===== config.mk =====
export PLATFORM = sky130hd
export DESIGN_NAME = conv_sequencer
export DESIGN_NICKNAME = d
export VERILOG_FILES = /design/src/logic/seq_pkg.sv /design/src/logic/conv_sequencer.sv /design/src/logic/link_sync.sv
export VERILOG_INCLUDE_DIRS = /design/src /design/src/logic
export SDC_FILE = /design/constraint.sdc
export NUM_CORES = 1
export LEC_CHECK = 0
export BUFFER_PORTS_ARGS = -buffer_cell sky130_fd_sc_hd__buf_2
export CAP_MARGIN = 30
export CORE_MARGIN = 4
export CORE_UTILIZATION = 35
export DETAILED_ROUTE_END_ITERATION = 8
export GPL_ROUTABILITY_DRIVEN = 0
export MAX_ROUTING_LAYER = met4
export PLACE_DENSITY = 0.52
export SLEW_MARGIN = 25
export SYNTH_ARGS = -nofsm -noshare
export SYNTH_HDL_FRONTEND = slang
export SYNTH_SLANG_ARGS = --single-unit

===== constraint.sdc =====
create_clock -name clk_in -period 2.68 [get_ports clk_in]
set_input_delay 0.268 -clock clk_in [delete_from_list [all_inputs] [get_ports clk_in]]
set_output_delay 0.268 -clock clk_in [all_outputs]
set_load 0.005 [all_outputs]

===== src/logic/seq_map.svh =====
// Register offsets, field positions, reset values and timing counts of the sequencer
`ifndef SEQ_MAP_SVH
`define SEQ_MAP_SVH
// Register byte offsets
`define OFF_MODE_CFG     8'h00
`define OFF_CMD          8'h04
`define OFF_ACC_CFG      8'h08
`define OFF_OSC_CFG      8'h0c
`define OFF_STATUS       8'h10
`define OFF_BUF_STATUS   8'h14
`define OFF_ACC_RESULT   8'h18
`define OFF_IRQ_STATUS   8'h1c
`define OFF_IRQ_CLEAR    8'h20
`define OFF_IRQ_ENABLE   8'h24
`define OFF_BUF_BASE     8'h40
// Field layout
`define MODE_W           3
`define CMD_START_BIT    0
`define CMD_ABORT_BIT    1
`define CMD_TRIG_BIT     2
`define CMD_ALCLR_BIT    3
`define ACC_CNT_W        4
`define ACC_CNT_MAX      4'hf
`define BUF_DEPTH        16
`define BUF_PTR_W        5
`define BUF_FULL_PTR     5'h10
`define SAMPLE_W         12
`define ACC_W            16
`define OSC_DIV_W        16
`define OSC_DIV_RESET    16'h0010
`define IRQ_W            4
`define IRQ_BUF_FULL     0
`define IRQ_ALERT        1
`define IRQ_ACC_DONE     2
`define IRQ_CONV_DONE    3
`define AXI_RESP_OKAY    2'b00
`define AXI_RESP_SLVERR  2'b10
`endif


===== src/logic/seq_pkg.sv =====
// Types shared by the conversion sequencer
package seq_pkg;
  // Operating modes selected by software
  typedef enum logic [2:0] {
    MODE_MANUAL,
    MODE_START_BURST,
    MODE_STOP_BURST,
    MODE_PRE_ALERT,
    MODE_POST_ALERT,
    MODE_HIGH_PREC
  } op_mode_t;
  // Sequencer states
  typedef enum logic [1:0] {
    ST_IDLE,
    ST_WAIT_SOC,
    ST_RUN
  } seq_state_t;
endpackage


===== src/logic/conv_sequencer.sv =====
// Conversion sequencer: modes, data buffer, accumulator, AXI4-Lite registers
// Overview of operation
// Powers up in manual mode until configured
// Manual mode converts only on host trigger
// Autonomous waits one host pulse, then self-times
// Start burst stores exactly 16 results
// Start burst halts when buffer full
// Stop burst stores until abort
// Host abort ends stop burst filling
// Pre-alert stores until threshold alert
// Pre-alert abort stops further storing
// Post-alert stores only after alert
// Post-alert abort stops further storing
// Host clears alert before next sequence
// High precision sums results, 16 bits
// High precision start begins accumulating
// Accumulation stops after configured count
// Abort ends high precision at once
// Count setting max 15, conversions = setting+1
// Power-up manual uses channel 0, fast oscillator
// Write pointer resets per sequence, full at 16
`timescale 1ns/1ps
`default_nettype none
`include "seq_map.svh"
module conv_sequencer
  import seq_pkg::*;
(
  // Clock, reset, enable
  input  wire logic                    clk_in,
  input  wire logic                    reset_in,
  input  wire logic                    clk_en_in,
  // AXI4-Lite write address and data
  input  wire logic                    awvalid_in,
  output logic                         awready_out,
  input  wire logic [7:0]              awaddr_in,
  input  wire logic                    wvalid_in,
  output logic                         wready_out,
  input  wire logic [31:0]             wdata_in,
  input  wire logic [3:0]              wstrb_in,
  // AXI4-Lite write response
  output logic                         bvalid_out,
  input  wire logic                    bready_in,
  output logic [1:0]                   bresp_out,
  // AXI4-Lite read
  input  wire logic                    arvalid_in,
  output logic                         arready_out,
  input  wire logic [7:0]              araddr_in,
  output logic                         rvalid_out,
  input  wire logic                    rready_in,
  output logic [31:0]                  rdata_out,
  output logic [1:0]                   rresp_out,
  // Host link and converter front end
  input  wire logic                    link_clk_in,
  input  wire logic                    host_soc_in,
  output logic                         soc_out,
  output logic                         chan_sel_out,
  output logic                         osc_fast_out,
  input  wire logic                    conv_done_in,
  input  wire logic [`SAMPLE_W-1:0]    conv_data_in,
  input  wire logic                    alert_in,
  // Interrupt
  output logic                         irq_out
);
  // ************************************************************
  // State
  // ************************************************************
  typedef struct packed {
    op_mode_t                   mode;
    logic                       chan;
    logic                       osc_fast;
    logic [`ACC_CNT_W-1:0]      acc_cfg;
    logic [`OSC_DIV_W-1:0]      osc_div;
    seq_state_t                 seq;
    logic                       triggered;
    logic                       alert_seen;
    logic [`BUF_PTR_W-1:0]      wptr;
    logic [`ACC_CNT_W:0]        acc_n;
    logic [`ACC_W-1:0]          acc;
    logic [`OSC_DIV_W-1:0]      tick;
    logic                       soc;
    logic                       busy;
    logic                       man_soc;
    logic [`IRQ_W-1:0]          irq_stat;
    logic [`IRQ_W-1:0]          irq_en;
    logic [`BUF_DEPTH-1:0][`SAMPLE_W-1:0] buf_mem;
    logic                       aw_h;
    logic [7:0]                 awaddr;
    logic                       w_h;
    logic [31:0]                wdata;
    logic                       bvalid;
    logic [1:0]                 bresp;
    logic                       rvalid;
    logic [31:0]                rdata;
    logic [1:0]                 rresp;
  } core_state_t;
  core_state_t st_q;
  core_state_t st_d;

  logic link_rise;
  logic soc_level;

  // ************************************************************
  // Pin synchronisers
  // ************************************************************
  // Link clock edges qualify the host start pulse on the bus pin
  link_sync u_link_clk (
    .clk_in    (clk_in),
    .reset_in  (reset_in),
    .enable_in (clk_en_in),
    .pin_in    (link_clk_in),
    .level_out (),
    .rise_out  (link_rise)
  );
  link_sync u_host_soc (
    .clk_in    (clk_in),
    .reset_in  (reset_in),
    .enable_in (clk_en_in),
    .pin_in    (host_soc_in),
    .level_out (soc_level),
    .rise_out  ()
  );

  // Buffer window address decode, used by the read path only
  function automatic logic is_buf(input logic [7:0] a);
    return a >= `OFF_BUF_BASE && a < (`OFF_BUF_BASE + 8'(`BUF_DEPTH * 4));
  endfunction

  logic host_pulse;
  logic wr_fire;
  logic rd_fire;
  logic do_start;
  logic do_abort;
  logic do_alclr;
  logic store_ok;
  logic [`BUF_PTR_W-2:0] rd_idx;

  // A host pulse is the start line seen high at a link clock rising edge
  assign host_pulse = link_rise & soc_level;
  assign wr_fire    = st_q.aw_h & st_q.w_h & ~st_q.bvalid;
  assign rd_fire    = arvalid_in & ~st_q.rvalid;
  assign do_start   = wr_fire && st_q.awaddr == `OFF_CMD && st_q.wdata[`CMD_START_BIT];
  assign do_abort   = wr_fire && st_q.awaddr == `OFF_CMD && st_q.wdata[`CMD_ABORT_BIT];
  assign do_alclr   = wr_fire && st_q.awaddr == `OFF_CMD && st_q.wdata[`CMD_ALCLR_BIT];
  assign rd_idx     = araddr_in[`BUF_PTR_W:2];

  // Decide whether a finished conversion may land in the buffer
  always_comb begin
    case (st_q.mode)
      MODE_START_BURST: store_ok = st_q.wptr != `BUF_FULL_PTR;
      MODE_STOP_BURST:  store_ok = 1'b1;
      MODE_PRE_ALERT:   store_ok = ~st_q.alert_seen && ~alert_in;
      MODE_POST_ALERT:  store_ok = st_q.alert_seen || alert_in;
      default:          store_ok = 1'b0;
    endcase
  end

  // ************************************************************
  // Next-state logic
  // ************************************************************
  always_comb begin
    st_d        = st_q;
    st_d.soc    = 1'b0;
    st_d.man_soc = 1'b0;
    // Write channel capture, either order
    if (awvalid_in && !st_q.aw_h) begin
      st_d.aw_h   = 1'b1;
      st_d.awaddr = awaddr_in;
    end
    if (wvalid_in && !st_q.w_h) begin
      st_d.w_h   = 1'b1;
      st_d.wdata = wdata_in;
    end
    if (st_q.bvalid && bready_in) begin
      st_d.bvalid = 1'b0;
    end
    if (st_q.rvalid && rready_in) begin
      st_d.rvalid = 1'b0;
    end
    // Register writes; byte strobes are ignored, lane 0 carries every field but osc_div, which spans lanes 0 and 1
    if (wr_fire) begin
      st_d.aw_h   = 1'b0;
      st_d.w_h    = 1'b0;
      st_d.bvalid = 1'b1;
      st_d.bresp  = `AXI_RESP_OKAY;
      case (st_q.awaddr)
        `OFF_MODE_CFG: if (wstrb_in[0] || 1'b1) begin
          // Mode changes only by this write; idle keeps manual otherwise  R1
          if (st_q.seq == ST_IDLE && st_q.wdata[`MODE_W-1:0] <= 3'(MODE_HIGH_PREC)) begin
            st_d.mode = op_mode_t'(st_q.wdata[`MODE_W-1:0]);
          end
          st_d.chan     = st_q.wdata[4];
          st_d.osc_fast = st_q.wdata[5];
        end
        `OFF_CMD: begin
          if (st_q.wdata[`CMD_TRIG_BIT] && st_q.mode == MODE_MANUAL) begin
            st_d.man_soc = 1'b1;
          end
        end
        // Setting above 15 cannot be held: field is four bits wide       R17
        `OFF_ACC_CFG:   st_d.acc_cfg = st_q.wdata[`ACC_CNT_W-1:0];
        `OFF_OSC_CFG:   st_d.osc_div = st_q.wdata[`OSC_DIV_W-1:0];
        `OFF_IRQ_CLEAR: st_d.irq_stat = st_q.irq_stat & ~st_q.wdata[`IRQ_W-1:0];
        `OFF_IRQ_ENABLE: st_d.irq_en = st_q.wdata[`IRQ_W-1:0];
        default: st_d.bresp = `AXI_RESP_SLVERR;
      endcase
    end
    // Alert clear lets the next alert-driven sequence run cleanly        R12
    if (do_alclr) begin
      st_d.alert_seen = 1'b0;
    end
    // Sequence start: pointer and accumulator restart                    R19
    if (do_start && st_q.mode != MODE_MANUAL) begin
      st_d.seq   = ST_WAIT_SOC;
      st_d.wptr  = '0;
      st_d.acc   = '0;
      st_d.acc_n = '0;
      st_d.busy  = 1'b0;
    end
    // Host start pulse: manual conversion or first autonomous pulse
    if (host_pulse && st_q.mode == MODE_MANUAL) begin
      st_d.soc = 1'b1;
    end
    if (st_q.man_soc) begin
      st_d.soc = 1'b1;
    end
    case (st_q.seq)
      ST_WAIT_SOC: begin
        if (host_pulse) begin
          st_d.seq  = ST_RUN;
          st_d.soc  = 1'b1;
          st_d.busy = 1'b1;
          st_d.tick = '0;
        end
      end
      ST_RUN: begin
        // Internal oscillator paces all later start pulses              R3
        if (!st_q.busy) begin
          if (st_q.tick >= st_q.osc_div) begin
            st_d.tick = '0;
            st_d.soc  = 1'b1;
            st_d.busy = 1'b1;
          end else begin
            st_d.tick = st_q.tick + 1'b1;
          end
        end
        if (conv_done_in && st_q.busy) begin
          st_d.busy = 1'b0;
          if (alert_in) begin
            st_d.alert_seen = 1'b1;
          end
          if (st_q.mode == MODE_HIGH_PREC) begin
            st_d.acc   = st_q.acc + `ACC_W'(conv_data_in);
            st_d.acc_n = st_q.acc_n + 1'b1;
            if (st_q.acc_n == {1'b0, st_q.acc_cfg}) begin
              st_d.seq = ST_IDLE;
            end
          end else if (store_ok) begin
            st_d.buf_mem[st_q.wptr[`BUF_PTR_W-2:0]] = conv_data_in;
            st_d.wptr = (st_q.wptr == `BUF_FULL_PTR - 1'b1 &&
                         st_q.mode == MODE_STOP_BURST) ? '0 : st_q.wptr + 1'b1;
            if (st_q.mode == MODE_START_BURST && st_q.wptr == `BUF_FULL_PTR - 1'b1) begin
              st_d.seq = ST_IDLE;
            end
            if (st_q.mode == MODE_POST_ALERT && st_q.wptr == `BUF_FULL_PTR - 1'b1) begin
              st_d.seq = ST_IDLE;
            end
          end else if (st_q.mode == MODE_PRE_ALERT) begin
            st_d.seq = ST_IDLE;
          end
        end
      end
      default: ;
    endcase
    // Abort ends any running sequence at once                            R7
    if (do_abort) begin
      st_d.seq  = ST_IDLE;
      st_d.soc  = 1'b0;
      st_d.busy = 1'b0;
    end
    // Sticky events: set wins over a clear in the same cycle
    if (st_q.wptr != `BUF_FULL_PTR && st_d.wptr == `BUF_FULL_PTR) begin
      st_d.irq_stat[`IRQ_BUF_FULL] = 1'b1;
    end
    if (!st_q.alert_seen && st_d.alert_seen) begin
      st_d.irq_stat[`IRQ_ALERT] = 1'b1;
    end
    if (st_q.seq == ST_RUN && st_d.seq == ST_IDLE && st_q.mode == MODE_HIGH_PREC) begin
      st_d.irq_stat[`IRQ_ACC_DONE] = 1'b1;
    end
    if (conv_done_in) begin
      st_d.irq_stat[`IRQ_CONV_DONE] = 1'b1;
    end
    // Read channel: one word per accepted address
    if (rd_fire) begin
      st_d.rvalid = 1'b1;
      st_d.rresp  = `AXI_RESP_OKAY;
      st_d.rdata  = '0;
      if (is_buf(araddr_in)) begin
        st_d.rdata = 32'(st_q.buf_mem[rd_idx]);
      end else begin
        case (araddr_in)
          `OFF_MODE_CFG:   st_d.rdata = 32'({st_q.osc_fast, st_q.chan, 1'b0, st_q.mode});
          `OFF_ACC_CFG:    st_d.rdata = 32'(st_q.acc_cfg);
          `OFF_OSC_CFG:    st_d.rdata = 32'(st_q.osc_div);
          `OFF_STATUS:     st_d.rdata = 32'({st_q.alert_seen, st_q.busy, st_q.seq});
          `OFF_BUF_STATUS: st_d.rdata = 32'(st_q.wptr);
          `OFF_ACC_RESULT: st_d.rdata = 32'({st_q.acc_n, st_q.acc});
          `OFF_IRQ_STATUS: st_d.rdata = 32'(st_q.irq_stat);
          `OFF_IRQ_ENABLE: st_d.rdata = 32'(st_q.irq_en);
          `OFF_CMD, `OFF_IRQ_CLEAR: st_d.rdata = '0;
          default:         st_d.rresp = `AXI_RESP_SLVERR;
        endcase
      end
    end
  end

  // ************************************************************
  // State register
  // ************************************************************
  // Power-up: manual mode, channel 0, fast oscillator                    R1 R18
  always_ff @(posedge clk_in) begin
    if (reset_in) begin
      st_q          <= '0;
      st_q.mode     <= MODE_MANUAL;
      st_q.chan     <= 1'b0;
      st_q.osc_fast <= 1'b1;
      st_q.osc_div  <= `OSC_DIV_RESET;
      st_q.seq      <= ST_IDLE;
    end else if (clk_en_in) begin
      st_q <= st_d;
    end
  end

  // ************************************************************
  // Outputs
  // ************************************************************
  assign awready_out  = ~st_q.aw_h;
  assign wready_out   = ~st_q.w_h;
  assign bvalid_out   = st_q.bvalid;
  assign bresp_out    = st_q.bresp;
  assign arready_out  = ~st_q.rvalid;
  assign rvalid_out   = st_q.rvalid;
  assign rdata_out    = st_q.rdata;
  assign rresp_out    = st_q.rresp;
  assign soc_out      = st_q.soc;
  assign chan_sel_out = st_q.chan;
  assign osc_fast_out = st_q.osc_fast;
  assign irq_out      = |(st_q.irq_stat & st_q.irq_en);

  // ************************************************************
  // Assertions
  // ************************************************************
  property p_start_burst_stops;
    @(posedge clk_in) disable iff (reset_in)
      (st_q.mode == MODE_START_BURST && st_q.wptr == `BUF_FULL_PTR) |-> st_q.seq != ST_RUN;
  endproperty
  a_start_burst_stops: assert property (p_start_burst_stops)
    else $error("start burst runs with buffer full");

  property p_abort_idle;
    @(posedge clk_in) disable iff (reset_in)
      (do_abort && clk_en_in) |=> st_q.seq == ST_IDLE;
  endproperty
  a_abort_idle: assert property (p_abort_idle)
    else $error("abort did not end sequence");

  property p_no_soc_manual;
    @(posedge clk_in) disable iff (reset_in)
      (st_q.soc && st_q.mode == MODE_MANUAL) |-> $past(host_pulse) || $past(st_q.man_soc);
  endproperty
  a_no_soc_manual: assert property (p_no_soc_manual)
    else $error("manual conversion without trigger");

  property p_wait_first;
    @(posedge clk_in) disable iff (reset_in)
      (st_q.seq == ST_WAIT_SOC) |-> !st_q.soc;
  endproperty
  a_wait_first: assert property (p_wait_first)
    else $error("start pulse before host pulse");

  property p_acc_bound;
    @(posedge clk_in) disable iff (reset_in)
      st_q.acc_n <= {1'b0, st_q.acc_cfg} + 5'h01 || st_q.seq != ST_RUN;
  endproperty
  a_acc_bound: assert property (p_acc_bound)
    else $error("accumulation count exceeded");

  property p_ptr_start;
    @(posedge clk_in) disable iff (reset_in)
      (do_start && clk_en_in && st_q.mode != MODE_MANUAL) |=> st_q.wptr == '0;
  endproperty
  a_ptr_start: assert property (p_ptr_start)
    else $error("pointer not reset at start");

  property p_reset_manual;
    @(posedge clk_in) $fell(reset_in) |-> st_q.mode == MODE_MANUAL && st_q.osc_fast;
  endproperty
  a_reset_manual: assert property (p_reset_manual)
    else $error("not manual after reset");

  property p_pre_alert_stop;
    @(posedge clk_in) disable iff (reset_in)
      (st_q.mode == MODE_PRE_ALERT && st_q.alert_seen) |=> $stable(st_q.wptr) || !clk_en_in;
  endproperty
  a_pre_alert_stop: assert property (p_pre_alert_stop)
    else $error("pre alert stored after alert");
endmodule // conv_sequencer
`default_nettype wire


===== src/logic/link_sync.sv =====
// Three-stage synchroniser with agreement check and edge finder for the link clock
`timescale 1ns/1ps
`default_nettype none
module link_sync (
  // Clock and control
  input  wire logic clk_in,
  input  wire logic reset_in,
  input  wire logic enable_in,
  // Asynchronous pin and results
  input  wire logic pin_in,
  output logic      level_out,
  output logic      rise_out
);
  // ************************************************************
  // State
  // ************************************************************
  typedef struct packed {
    logic s1;
    logic s2;
    logic s3;
    logic level;
    logic rise;
  } sync_state_t;
  sync_state_t st_q;
  sync_state_t st_d;

  // The level moves only once stages two and three agree
  always_comb begin
    st_d      = st_q;
    st_d.rise = 1'b0;
    st_d.s1   = pin_in;
    st_d.s2   = st_q.s1;
    st_d.s3   = st_q.s2;
    if (st_q.s2 == st_q.s3 && st_q.s3 != st_q.level) begin
      st_d.level = st_q.s3;
      st_d.rise  = st_q.s3;
    end
  end

  // Register the whole state
  always_ff @(posedge clk_in) begin
    if (reset_in) begin
      st_q <= '0;
    end else if (enable_in) begin
      st_q <= st_d;
    end
  end

  assign level_out = st_q.level;
  assign rise_out  = st_q.rise;
endmodule // link_sync
`default_nettype wire


* After elaboration in Yosys (flattened, before gate mapping)
Cells that the tools add are included.
** Storage, ports and cells
- Bits in registers :: 362
- Input port bits :: 76
- Output and inout port bits :: 45
- Word-level logic and storage cells :: 240
** Operators by class
- Add/subtract/negate cells :: 4
- $lt $le $gt $ge :: 7
- Equal/unequal tests :: 31
- Muxes and demuxes :: 59
- Bitwise logic cells :: 14
- Reduce and logical (&&, ||, !) cells :: 72
** Operators by type and width (count)
- bitwise mux 192 bit :: 1
- one-hot mux 21 bit (8 select lines) :: 1
- two-way mux 27 bit :: 2
- binary-select mux 12 bit (select 4 bit) :: 1
- demux 12 bit (select 4 bit) :: 1
- two-way mux 18 bit :: 2
- one-hot mux 18 bit (2 select lines) :: 1
- two-way mux 35 bit :: 1
- two-way mux 33 bit :: 1
- equality test 8 x 4 -> 1 bit, second input constant :: 4
- equality test 8 x 5 -> 1 bit, second input constant :: 4
- equality test 8 x 6 -> 1 bit, second input constant :: 4
- two-way mux 32 bit :: 1
- two-way mux 2 bit :: 15
- two-way mux 26 bit :: 1
- nonzero test 2 bit :: 13
- logical AND 1 bit :: 25
- two-way mux 12 bit :: 2
- AND reduction 3 bit :: 8
- two-way mux 21 bit :: 1
- AND reduction 2 bit :: 10
- two-way mux 9 bit :: 2
- two-way mux 1 bit :: 17
- adder 16 x 1 -> 16 bit, second input constant :: 1
- 42 further kinds :: 68

* Logic depth before layout (Yosys ltp)
Gate-level depths: netlist of run 1.
- Depth in word-level cells :: 18
- Gate-level depth with buffers :: 12
- Gate-level depth less buffers :: 11

* By module
A second synthesis of run 1 with hierarchy kept.
** Second synthesis, totals
- Cells, all modules :: 1734
- Area, all modules :: 16493.3 um2
** Modules (own cells, without submodules)
- conv_sequencer :: instances 1, cells each 1694, area each 16057.9 um2, seq. area each 6486.2 um2
- link_sync :: instances 2, cells each 20, area each 217.7 um2, seq. area each 100.1 um2

* Worst setup path before layout of run 1
No wires, ideal clock.
- Kind :: register to register
- Start point :: register st_q[283] (netlist bit)
- End point :: register st_q[295] (netlist bit)
- Library setup time :: 0.067 ns
- Arrival time :: 2.779 ns
- Data required time :: 2.613 ns
- Path slack :: -0.166 ns
- Stages on the path, launching flop included :: 12
- Path buffers :: 1
- Clock period less this slack :: 2.846 ns
- Cell sequence :: dfxtp_1 > inv_1 > ha_1 > nand2b_1 > a21o_1 > a211oi_2 > o211ai_1 > a221o_1 > or4_4 > buf_6 > or3_1 > o21ai_2
** On the way
- Word-level cells in the longest chain between the ends :: 4
- Elaborated cells between the ends (all ways) :: 5
- Those cells by class :: add/sub: 1; order compare: 1; mux: 3
** RTL lines
- start: declaration :: line conv_sequencer.sv:96 : core_state_t st_q;
- start signal: assignment :: line conv_sequencer.sv:330 : st_q <= st_d;
- adder 16 x 1 -> 16 bit / greater-or-equal comparator 16 bit (equally long branches) :: line conv_sequencer.sv:243, conv_sequencer.sv:238
- two-way mux 16 bit (*) :: line conv_sequencer.sv:238 : if (st_q.tick >= st_q.osc_div) begin
- two-way mux 18 bit (*) :: line conv_sequencer.sv:237 : if (!st_q.busy) begin
- one-hot mux 18 bit (2 select lines) (*) :: line conv_sequencer.sv:226 : case (st_q.seq)
Mark *: on every way between the ends. The rest lies on a longest branch, timed or not. The select of a mux whose other input is x is not followed.
A chain may end at the register's enable or synchronous reset.

* Worst setup path after layout of run 1
- Start point :: register st_q[338] (netlist bit)
- End point :: register st_q[295] (netlist bit)
** On the way
- Word-level cells in the longest chain between the ends :: 4
** RTL lines (line)
- greater-or-equal comparator 16 bit :: conv_sequencer.sv:238
- two-way mux 16 bit :: conv_sequencer.sv:238
- two-way mux 18 bit :: conv_sequencer.sv:237
- one-hot mux 18 bit (2 select lines) :: conv_sequencer.sv:226
No other way between the ends. The select of a mux whose other input is x is not followed.

==> impl_metrics.csv, run 1 <==
group,metric,value,unit
detailed_routing,final_antenna_net_count,0,
synthesis,synth_edf_count,0,
sta,finalSetupViolations,5,
clocking,numClockSinks,333,
sta,drv_slew,0,
clocking,clk_path_buf_depth,3,
synthesis,yosys.area.top_type,"dfxtp_1",
synthesis,synth_top_family_by_area,"simple AND/OR/NAND/NOR gates",
power,ir_worst_vdd,343,µV
critical_path,worstPathMaxFanout,8,
synthesis,ys.flop_type,"dfxtp_1",
sta,setup_tns,-0.0555,ns
floorplan,io_pins,121,
hold_path,hp-class,"in -> reg",
synthesis,ys_types,65,
synthesis,synth_commonest_cells,"nand2_1 (397), dfxtp_1 (333), a21oi_1 (223), nor2_1 (171), clkbuf_1 (108)",
final_layout,final_util,42.3,%
synthesis,ys_ff_latch,333,
floorplan,row_count,78,
sta,timing.final.ws_setup,-0.0256,ns
synthesis,synthArstFlopShare,0,%
grt,grt_pass1_vias,13300,
place,hpwlAfterDp,33900,µm
synthesis,synth_compound_area_share,13.9,%
power,power_switching,2590,µW
critical_path,crit_required,3.16,ns
power,swShare,22.9,%
power,p_seq_share,44.5,%
final_layout,layout-drive-gt1-share,17.9,%
critical_path,critPathKind,"reg -> reg",
detailed_routing,drc,0,
sta,worstMarginPinSlew,0.944,ns
power,power_leakage,0.00760,µW
clocking,htreeDepth,2,
clocking,clk_latency,0.56,ns
detailed_routing,wl_per_cell,18.6,µm
sta,rsz0062_at_grt,"true",
hold_path,holdPathEnd,"st_q[325]",
critical_path,r2r-end,"st_q[295]",
synthesis,synthAdderAreaFrac,3.02,%
power,p_int,8720,µW
synthesis,ys_seq_area_share,41.6,%
status,violations,"setup timing",
hold_path,hp-start,"alert_in",
critical_path,cp-end-kind,"flop",
synthesis,yosys_warnings,0,
power,power,11300,µW
synthesis,synth_area,16000,µm²
sta,hold_violations,0,
synthesis,ys_top_cells_by_area,"dfxtp_1 (42%), nand2_1 (9.3%), mux4_2 (9.0%), a21oi_1 (7.0%), mux2i_1 (6.0%)",
grt,gr-usage-all-layers,19.5,%
synthesis,synth_top_area_share,41.6,%
critical_path,cp.arrival,3.19,ns
power,clockPowerShare,49.4,%
sta,slew-limit-headroom,37.1,%
synthesis,synth.most_common_cell,"nand2_1",
hold_path,min_delay_path_depth,3,
critical_path,worst-r2r-setup-slack,-0.03,ns
synthesis,muxShareOfSynthArea,15.3,%
clocking,numCtsBuffers,39,
power,cellPowerDensity,591,nW/µm²
place,port_buffers,87,
critical_path,regToRegStartpoint,"st_q[338]",
floorplan,die_y,222,µm
synthesis,netlist_instances,1865,
critical_path,worst_r2r_path_depth,10,
detailed_routing,drt_iter0_drc,986,
grt,grt_start_max_net_pins,148,
floorplan,core_area,45300,µm²
sta,post-route-min-period,2.71,ns
clocking,root_buffer,"clkbuf_16",
sta,final.setup_skew,0.0207,ns
detailed_routing,vias_per_cell,5.22,
final_layout,layout-area-overhead-vs-synth,19.6,%
grt,grt_overflow,0,
floorplan,fp.dieArea,49200,µm²
clocking,clk_pin_slew,0.06,ns
sta,fin_crit_sh,101,%
status,outcome,"finished, violations left",
grt,antenna_found_initial,4,
detailed_routing,via_count,13600,
grt,grt_pass1_wl,75300,µm
clocking,cts_tree,"done",
sta,max_freq,370,MHz
synthesis,synth-xor-area-share,1.15,%
floorplan,initial_utilization,35.4,%
job,cap_violations,0,
synthesis,syn_avg_cell_area,8.58,µm²
critical_path,worst_setup_path_start_kind,"flop",
detailed_routing,wl,48300,µm
power,power_frac_comb,6.0,%
detailed_routing,firstDrtPassIters,5,
synthesis,synth-simple-area-share,18.8,%
floorplan,die_w,222,µm
final_layout,layout.nets,2084,
## how the worst max path moves through the flow
stage                   start        end  slack (ns)  cells after the start
floorplan           st_q[283]  st_q[287]       -0.02                     11
global placement    st_q[338]  st_q[288]       -0.01                     11
detailed placement  st_q[283]  st_q[289]       -0.05                     10
CTS                 st_q[292]  st_q[295]        0.01                      9
global route        st_q[283]  st_q[287]       -0.10                     10
finish              st_q[338]  st_q[295]       -0.03                     10
## sequential cells by signal (all words and copies together) (netlist names), 2 cells and up
signal and count:
rdata_out 21, u_link_clk.st_d 2, st_q 296, u_host_soc.st_d 2
## power groups by stage
| stage | registers (µW) | clock network [µW] | logic [µW] |
|---|---|---|---|
| 5_1_grt | 5040 | 5930 | 744 |
| 6_report | 5040 | 5590 | 683 |
| 3_3_place_gp | 5140 | 0 | 644 |
| 3_5_place_dp | 5150 | 0 | 648 |
| 2_1_floorplan | 5130 | 0 | 429 |
| 4_1_cts | 5040 | 5750 | 682 |
## routing by layer
layer	up-vias	global-route usage, %	wire length (µm)	part of all wire [%]
met5	-	-	0	0
met4	0	5.34	1240	2.6
met3	80	3.83	2880	6.0
met2	355	32.7	23300	48
met1	6495	24.2	20900	43
li1	6639	-	-	-
## per-stage QoR
step | setup WS (ns) | hold slack, ns | instance area [µm²] | std cells
detailed placement | -0.0530 | 0.443 | 17400 | 2500
global placement | -0.00999 | 0.434 | 17400 | 2500
floorplan | -0.0151 | 0.404 | 16100 | 1877
finish | -0.0256 | 0.0633 | 19100 | 2600
global route | -0.102 | 0.0525 | 19100 | 2600
CTS | 0.0129 | 0.0280 | 19100 | 2597
## layout make-up
cell class | count | area (µm²)
fillers | 4495 | 26100
well taps | 600 | 751
clock inverters | 5 | 115
inverters | 38 | 143
clock buffers | 64 | 1250
repair buffers | 228 | 1690
multi-input cells | 1330 | 8510
diodes | 2 | 5.00
flip-flops and latches | 333 | 6670
## logic make-up after synthesis
kind of cell    count (synthesis)
compound gates                378
xor+xnor                       21
fa+ha+maj                      38
buf+inv                       214
flops                         333
mux                           164
other cells                     1
simple gates                  716
## placed cells by master, fill, tap and decap left out, types with 5 or more instances in the layout
| cell type | count |
|---|---|
| nand2_1 | 397 |
| dfxtp_1 | 329 |
| a21oi_1 | 220 |
| nor2_1 | 171 |
| buf_4 | 104 |
| mux2i_1 | 96 |
| buf_2 | 85 |
| mux4_2 | 64 |
| nand3_1 | 49 |
| clkbuf_16 | 40 |
| inv_1 | 36 |
| ha_1 | 34 |
| o21ai_0 | 31 |
| dlygate4sd3_1 | 28 |
| nor3_1 | 21 |
| a21o_1 | 21 |
| a22oi_1 | 20 |
| and3_1 | 19 |
| clkbuf_8 | 16 |
| xnor2_1 | 13 |
| a221oi_1 | 13 |
| conb_1 | 13 |
| nor2b_1 | 12 |
| nand4_1 | 11 |
| buf_12 | 9 |
| o211ai_1 | 8 |
| xor2_1 | 8 |
| clkbuf_1 | 8 |
| o21ai_1 | 7 |
| nand2b_1 | 7 |
| o22ai_1 | 7 |
| o21a_1 | 5 |
| a211oi_1 | 5 |
## worst max-delay path: stages, from the launching register on
cell and delay, ns:
dfxtp_2 0.31, inv_1 0.09, ha_4 0.21, a21o_1 0.15, a21o_1 0.18, a21oi_2 0.17
o211ai_1 0.11, a221o_1 0.39, or4_4 0.63, or3_1 0.36, o21ai_2 0.06
## what timing repair did
action,CTS,global route
endpoints found under the setup margin,8,15
pin swaps,5,7
endpoints found under the hold margin,28,0
hold buffers,28,0
gates cloned,0,0
resized for setup,9,9
setup buffers,0,1
Note: power is estimated with default switching activity, not from simulation.
==> run 2, diff against run 1 <==
--- a/config.mk
+++ b/config.mk
@@ -8,7 +8,7 @@
 export LEC_CHECK = 0
 export BUFFER_PORTS_ARGS = -buffer_cell sky130_fd_sc_hd__buf_2
 export CAP_MARGIN = 30
-export CORE_MARGIN = 4
+export CORE_MARGIN = 1
 export CORE_UTILIZATION = 35
 export DETAILED_ROUTE_END_ITERATION = 8
 export GPL_ROUTABILITY_DRIVEN = 0
==> run 2 against run 1 <==
Against the previous run:
- the run now ends clean
- hold slack better by 0.0046 ns
- global-route usage up 2.2 points
- final cell count down 0.38%
- via count up 1.3%
- die area down 5.3%
- power down 1.7%
- sequential share of layout area up 0.059 points
- cell area down 0.17%
- utilization up 0.48 points
- critical path type unchanged
==> impl_metrics.csv, run 2 (synthesis gave the netlist of run 1 again) <==
group,metric,value,unit
power,power_leakage,0.00757,µW
final_layout,fillers,4401,
clocking,clk_pin_slew,0.06,ns
status,outcome,"finished, final reports clean",
detailed_routing,drc,0,
final_layout,final_common_cell,"nand2_1",
job,cap_violations,0,
power,ir_worst_vdd,440,µV
grt,grt_overflow,0,
place,hpwlAfterDp,33900,µm
detailed_routing,vias_per_cell,5.31,
critical_path,path_buf_inv,1,
grt,gr-usage-all-layers,21.7,%
final_layout,layout.nets,2087,
critical_path,critPathKind,"reg -> reg",
critical_path,worst_path_largest_cell_delay,0.49,ns
floorplan,die_w,216,µm
grt,grt_start_max_net_pins,214,
detailed_routing,firstDrtPassIters,6,
clocking,clk_latency,0.58,ns
sta,slew-limit-headroom,17.1,%
detailed_routing,via_count,13700,
critical_path,critPathMostFrequentCell,"a21o_1",
floorplan,initial_utilization,35.8,%
final_layout,layout_common_cells,"nand2_1 (397), dfxtp_1 (329), a21oi_1 (222)",
clocking,clk_path_buf_depth,3,
final_layout,final-seq-area,6670,µm²
sta,worstMarginPinSlew,1.24,ns
critical_path,crit_required,3.21,ns
clocking,numClockSinks,333,
detailed_routing,drt_iter0_drc,1009,
sta,fin_crit_sh,96.5,%
final_layout,multi_input_comb_area,8490,µm²
sta,final.setup_skew,0.0318,ns
floorplan,fp.dieArea,46600,µm²
floorplan,core_area,44700,µm²
sta,post-route-min-period,2.59,ns
grt,grt_pass1_wl,76300,µm
critical_path,slowest_stage,"or4_4",
sta,timing.final.ws_setup,0.0942,ns
final_layout,layout-area-overhead-vs-synth,19.4,%
detailed_routing,final_antenna_net_count,0,
clocking,root_buffer,"clkbuf_16",
final_layout,largest_reg_flops,296,
detailed_routing,wl,49300,µm
power,cellPowerDensity,582,nW/µm²
place,port_buffers,87,
detailed_routing,wl_per_cell,19.0,µm
critical_path,cp_top_family,"compound AO/OA/AOI/OAI gates",
sta,finalSetupViolations,0,
final_layout,regMostFlops,"st_q",
clocking,htreeDepth,2,
sta,rsz0062_at_grt,"false",
grt,grt_pass1_vias,13400,
critical_path,cp_cell_sequence,"ha_4 > a21o_1 > a21o_1 > a21oi_2 > o211ai_1 > a221o_1 > or4_4 > buf_4 > o22ai_1 > a21o_1",
sta,whs,0.0679,ns
critical_path,worst_setup_path_start_kind,"flop",
final_layout,final_util,42.7,%
floorplan,row_count,77,
place,place_area,17400,µm²
grt,antenna_found_initial,1,
sta,max_freq,387,MHz
sta,drv_slew,0,
sta,hold_violations,0,
clocking,cts_tree,"done",
hold_path,hp-class,"in -> reg",
floorplan,die_y,216,µm
final_layout,final_area,19100,µm²
critical_path,cp.arrival,3.11,ns
place,dp_slack,-0.0721,ns
critical_path,cp-end-kind,"flop",
critical_path,worstPathMaxFanout,6,
final_layout,layout-drive-gt1-share,17.5,%
floorplan,io_pins,121,
clocking,numCtsBuffers,39,
run 2: changes by cell type in the layout (fill, tap and decap cells not counted), sizes merged:
cell / previous run / this run
dlygate4sd3: 28 / 29
clkinv: 2 / 4
diode: 2 / 1
buf: 200 / 201
clkbuf: 64 / 56
clkinvlp: 0 / 1
inv: 38 / 39
or4: 1 / 2
run 2: through the flow:
step                power [µW]  TNS [ns]  std cells
finish                   11100         0       2590
CTS                      11300         0       2589
detailed placement        5780    -0.371       2491
floorplan                 5560   -0.0302       1877
global route             11500         0       2590
global placement          5770    -0.346       2491
run 2: worst min-delay path: stages:
cell and delay (ns):
buf_2 0.14, a22oi_1 0.09, nor2_1 0.08
run 2: worst paths after layout:
| kind | start | end | slack (ns) | cells after the start |
|---|---|---|---|---|
| min reg2reg | st_q[47] | st_q[338] | 0.45 | 2 |
| max | st_q[292] | st_q[289] | 0.09 | 10 |
| max reg2reg | st_q[292] | st_q[289] | 0.09 | 10 |
| min | conv_done_in | st_q[279] | 0.07 | 3 |
run 2: timing repair:
action	CTS	global route
cloned	1	0
buffers inserted	3	0
hold buffers	29	0
resized for setup	7	7
endpoints found under the setup margin	7	9
pin swaps	4	5
endpoints found under the hold margin	29	0
run 2: layout make-up:
| cell class | count | share of cell area (%) |
|---|---|---|
| inverter | 38 | 0.746 |
| sequential | 333 | 34.9 |
| tap | 592 | 3.88 |
| clock inverter | 9 | 0.930 |
| antenna | 1 | 0.0131 |
| timing repair buffer | 230 | 9.28 |
| clock buffer | 56 | 5.81 |
| multi-input combinational | 1331 | 44.4 |
run 2: power breakdown:
| group | switching [µW] | internal, µW | total, µW |
|---|---|---|---|
| clock network | 2220 | 3190 | 5410 |
| registers | 42.4 | 5000 | 5040 |
| logic | 420 | 245 | 666 |
run 2: routing by layer:
layer / global-route usage, % / vias up / wire, µm
li1: - / 6650 / -
met1: 26.6 / 6714 / 21600
met2: 36.5 / 308 / 24500
met3: 3.92 / 76 / 2220
met4: 5.46 / 0 / 1020
met5: - / - / 0
==> run 3, diff against run 2 <==
--- a/config.mk
+++ b/config.mk
@@ -14,6 +14,7 @@
 export GPL_ROUTABILITY_DRIVEN = 0
 export MAX_ROUTING_LAYER = met4
 export PLACE_DENSITY = 0.52
+export SETUP_SLACK_MARGIN = 0.3
 export SLEW_MARGIN = 25
 export SYNTH_ARGS = -nofsm -noshare
 export SYNTH_HDL_FRONTEND = slang
==> run 3 against run 2 <==
Against the previous run:
- global-route usage shrank 0.17 points
- maximum frequency grew 0.99%
- via count grew 0.16%
- non-clock buffer count grew 10
- cell area grew 1.1%
==> impl_metrics.csv, run 3 (synthesis gave the netlist of run 1 again) <==
group,metric,value,unit
detailed_routing,drc,0,
power,power_leakage,0.00765,µW
clocking,clk_path_buf_depth,3,
grt,grt_overflow,0,
critical_path,worst_setup_path_start_kind,"flop",
floorplan,die_y,216,µm
power,swShare,24.2,%
clocking,clk_latency,0.57,ns
detailed_routing,wl,49300,µm
detailed_routing,wl_per_cell,19.0,µm
clocking,clk_pin_slew,0.05,ns
sta,drv_slew,0,
grt,use_met2,36.0,%
grt,antenna_found_initial,1,
power,power,10900,µW
power,cellPowerDensity,563,nW/µm²
floorplan,io_pins,121,
grt,met3_usage,2.99,%
floorplan,row_count,77,
grt,gr-usage-all-layers,21.5,%
grt,grt_start_max_net_pins,181,
sta,fin_crit_sh,95.5,%
sta,hold_violations,0,
sta,worstMarginPinSlew,0.954,ns
power,ir_worst_vdd,378,µV
status,outcome,"finished, final reports clean",
power,p_seq_share,46.3,%
floorplan,core_area,44700,µm²
sta,final.setup_skew,0.0227,ns
power,power_switching,2630,µW
critical_path,critPathMostFrequentCell,"a21o_1",
job,cap_violations,0,
power,p_int,8250,µW
final_layout,regMostFlops,"st_q",
grt,grt_pass1_wl,76300,µm
clocking,numClockSinks,333,
critical_path,slowest_stage,"or4_4",
critical_path,cp-end-kind,"flop",
clocking,root_buffer,"clkbuf_16",
final_layout,layout_common_cells,"nand2_1 (394), dfxtp_1 (321), a21oi_1 (217)",
floorplan,initial_utilization,35.8,%
critical_path,crit_required,3.19,ns
place,hpwlAfterDp,34100,µm
hold_path,hp-class,"in -> reg",
grt,grtUsageMet1,26.7,%
sta,rsz0062_at_grt,"true",
place,port_buffers,87,
floorplan,fp.dieArea,46600,µm²
power,clockPowerShare,47.5,%
sta,post-route-min-period,2.56,ns
detailed_routing,final_antenna_net_count,0,
final_layout,final_common_cell,"nand2_1",
final_layout,layout-drive-gt1-share,20.4,%
sta,finalSetupViolations,0,
detailed_routing,via_count,13800,
detailed_routing,vias_per_cell,5.30,
sta,slew-limit-headroom,36.4,%
grt,grt_pass1_vias,13400,
power,power_frac_comb,6.2,%
critical_path,critPathKind,"reg -> reg",
sta,max_freq,391,MHz
critical_path,cp.arrival,3.07,ns
critical_path,cp_cell_sequence,"inv_2 > ha_4 > nand2b_4 > a21o_1 > a211oi_2 > o211ai_1 > a221o_1 > buf_4 > or4_4 > o22ai_1 > a21o_1",
clocking,htreeDepth,2,
critical_path,worst_path_largest_cell_delay,0.48,ns
clocking,cts_tree,"done",
sta,timing.final.ws_setup,0.120,ns
floorplan,die_w,216,µm
final_layout,layout-area-overhead-vs-synth,20.7,%
detailed_routing,firstDrtPassIters,5,
clocking,numCtsBuffers,39,
final_layout,layout.nets,2097,
detailed_routing,drt_iter0_drc,1029,
sta,setup_tns,0,ns
final_layout,final_util,43.2,%
grt,grt-busiest-layer,"met2",
final_layout,largest_reg_flops,296,
critical_path,worstPathMaxFanout,5,
place,dp_slack,-0.0720,ns
run 3: routing by layer:
metal	routed length, µm	vias to the layer above
li1	-	6671
met1	21300	6664
met2	24200	352
met3	2520	83
met4	1210	0
met5	0	-
run 3: metrics by stage:
step,area [µm²],hold slack (ns),instances
detailed placement,17300,0.441,2487
global placement,17300,0.434,2487
global route,19300,0.0371,2599
finish,19300,0.0250,2599
floorplan,16100,0.404,1877
CTS,19000,0.00371,2586
run 3: path summary, 6_finish.rpt:
| check | startpoint | end | slack (ns) | cells past startpoint |
|---|---|---|---|---|
| setup / recovery | st_q[283] | st_q[291] | 0.12 | 11 |
| hold / removal | alert_in | st_q[325] | 0.03 | 3 |
| setup reg to reg | st_q[283] | st_q[291] | 0.12 | 11 |
| hold reg to reg | st_q[221] | st_q[221] | 0.45 | 2 |
run 3: area by class of cell:
| cell class | count | area, µm² |
|---|---|---|
| fill | 4387 | 25400 |
| inverter | 38 | 143 |
| tap | 592 | 741 |
| timing repair buffer | 240 | 1820 |
| antenna | 1 | 2.50 |
| clock buffer | 55 | 1160 |
| sequential | 333 | 6680 |
| multi-input combinational | 1331 | 8700 |
| clock inverter | 9 | 88.8 |
run 3: worst max-delay path, delay by kind of cell, from the launching register on:
kind,cells,cell delay (ns)
buffers and inverters,2,0.19
AND/OR/NAND/NOR,2,0.61
AO/OA/AOI/OAI,6,1.17
flip-flops,1,0.34
adder cells (fa/ha/maj),1,0.20
run 3: repair_timing:
action | 4_1_cts | 5_1_grt
hold buffers | 28 | 0
gates resized for setup | 29 | 43
pin swaps | 12 | 14
endpoints found under the setup margin | 112 | 189
setup buffers | 6 | 9
hold endpoints to repair | 28 | 0
gates cloned | 1 | 2
run 3: power by group through the flow:
stage | Sequential, µW | Clock [µW] | Combinational, µW
2_1_floorplan | 5130 | 0 | 432
3_3_place_gp | 5150 | 0 | 624
3_5_place_dp | 5150 | 0 | 628
4_1_cts | 5040 | 5310 | 667
5_1_grt | 5040 | 5490 | 735
6_report | 5040 | 5170 | 674
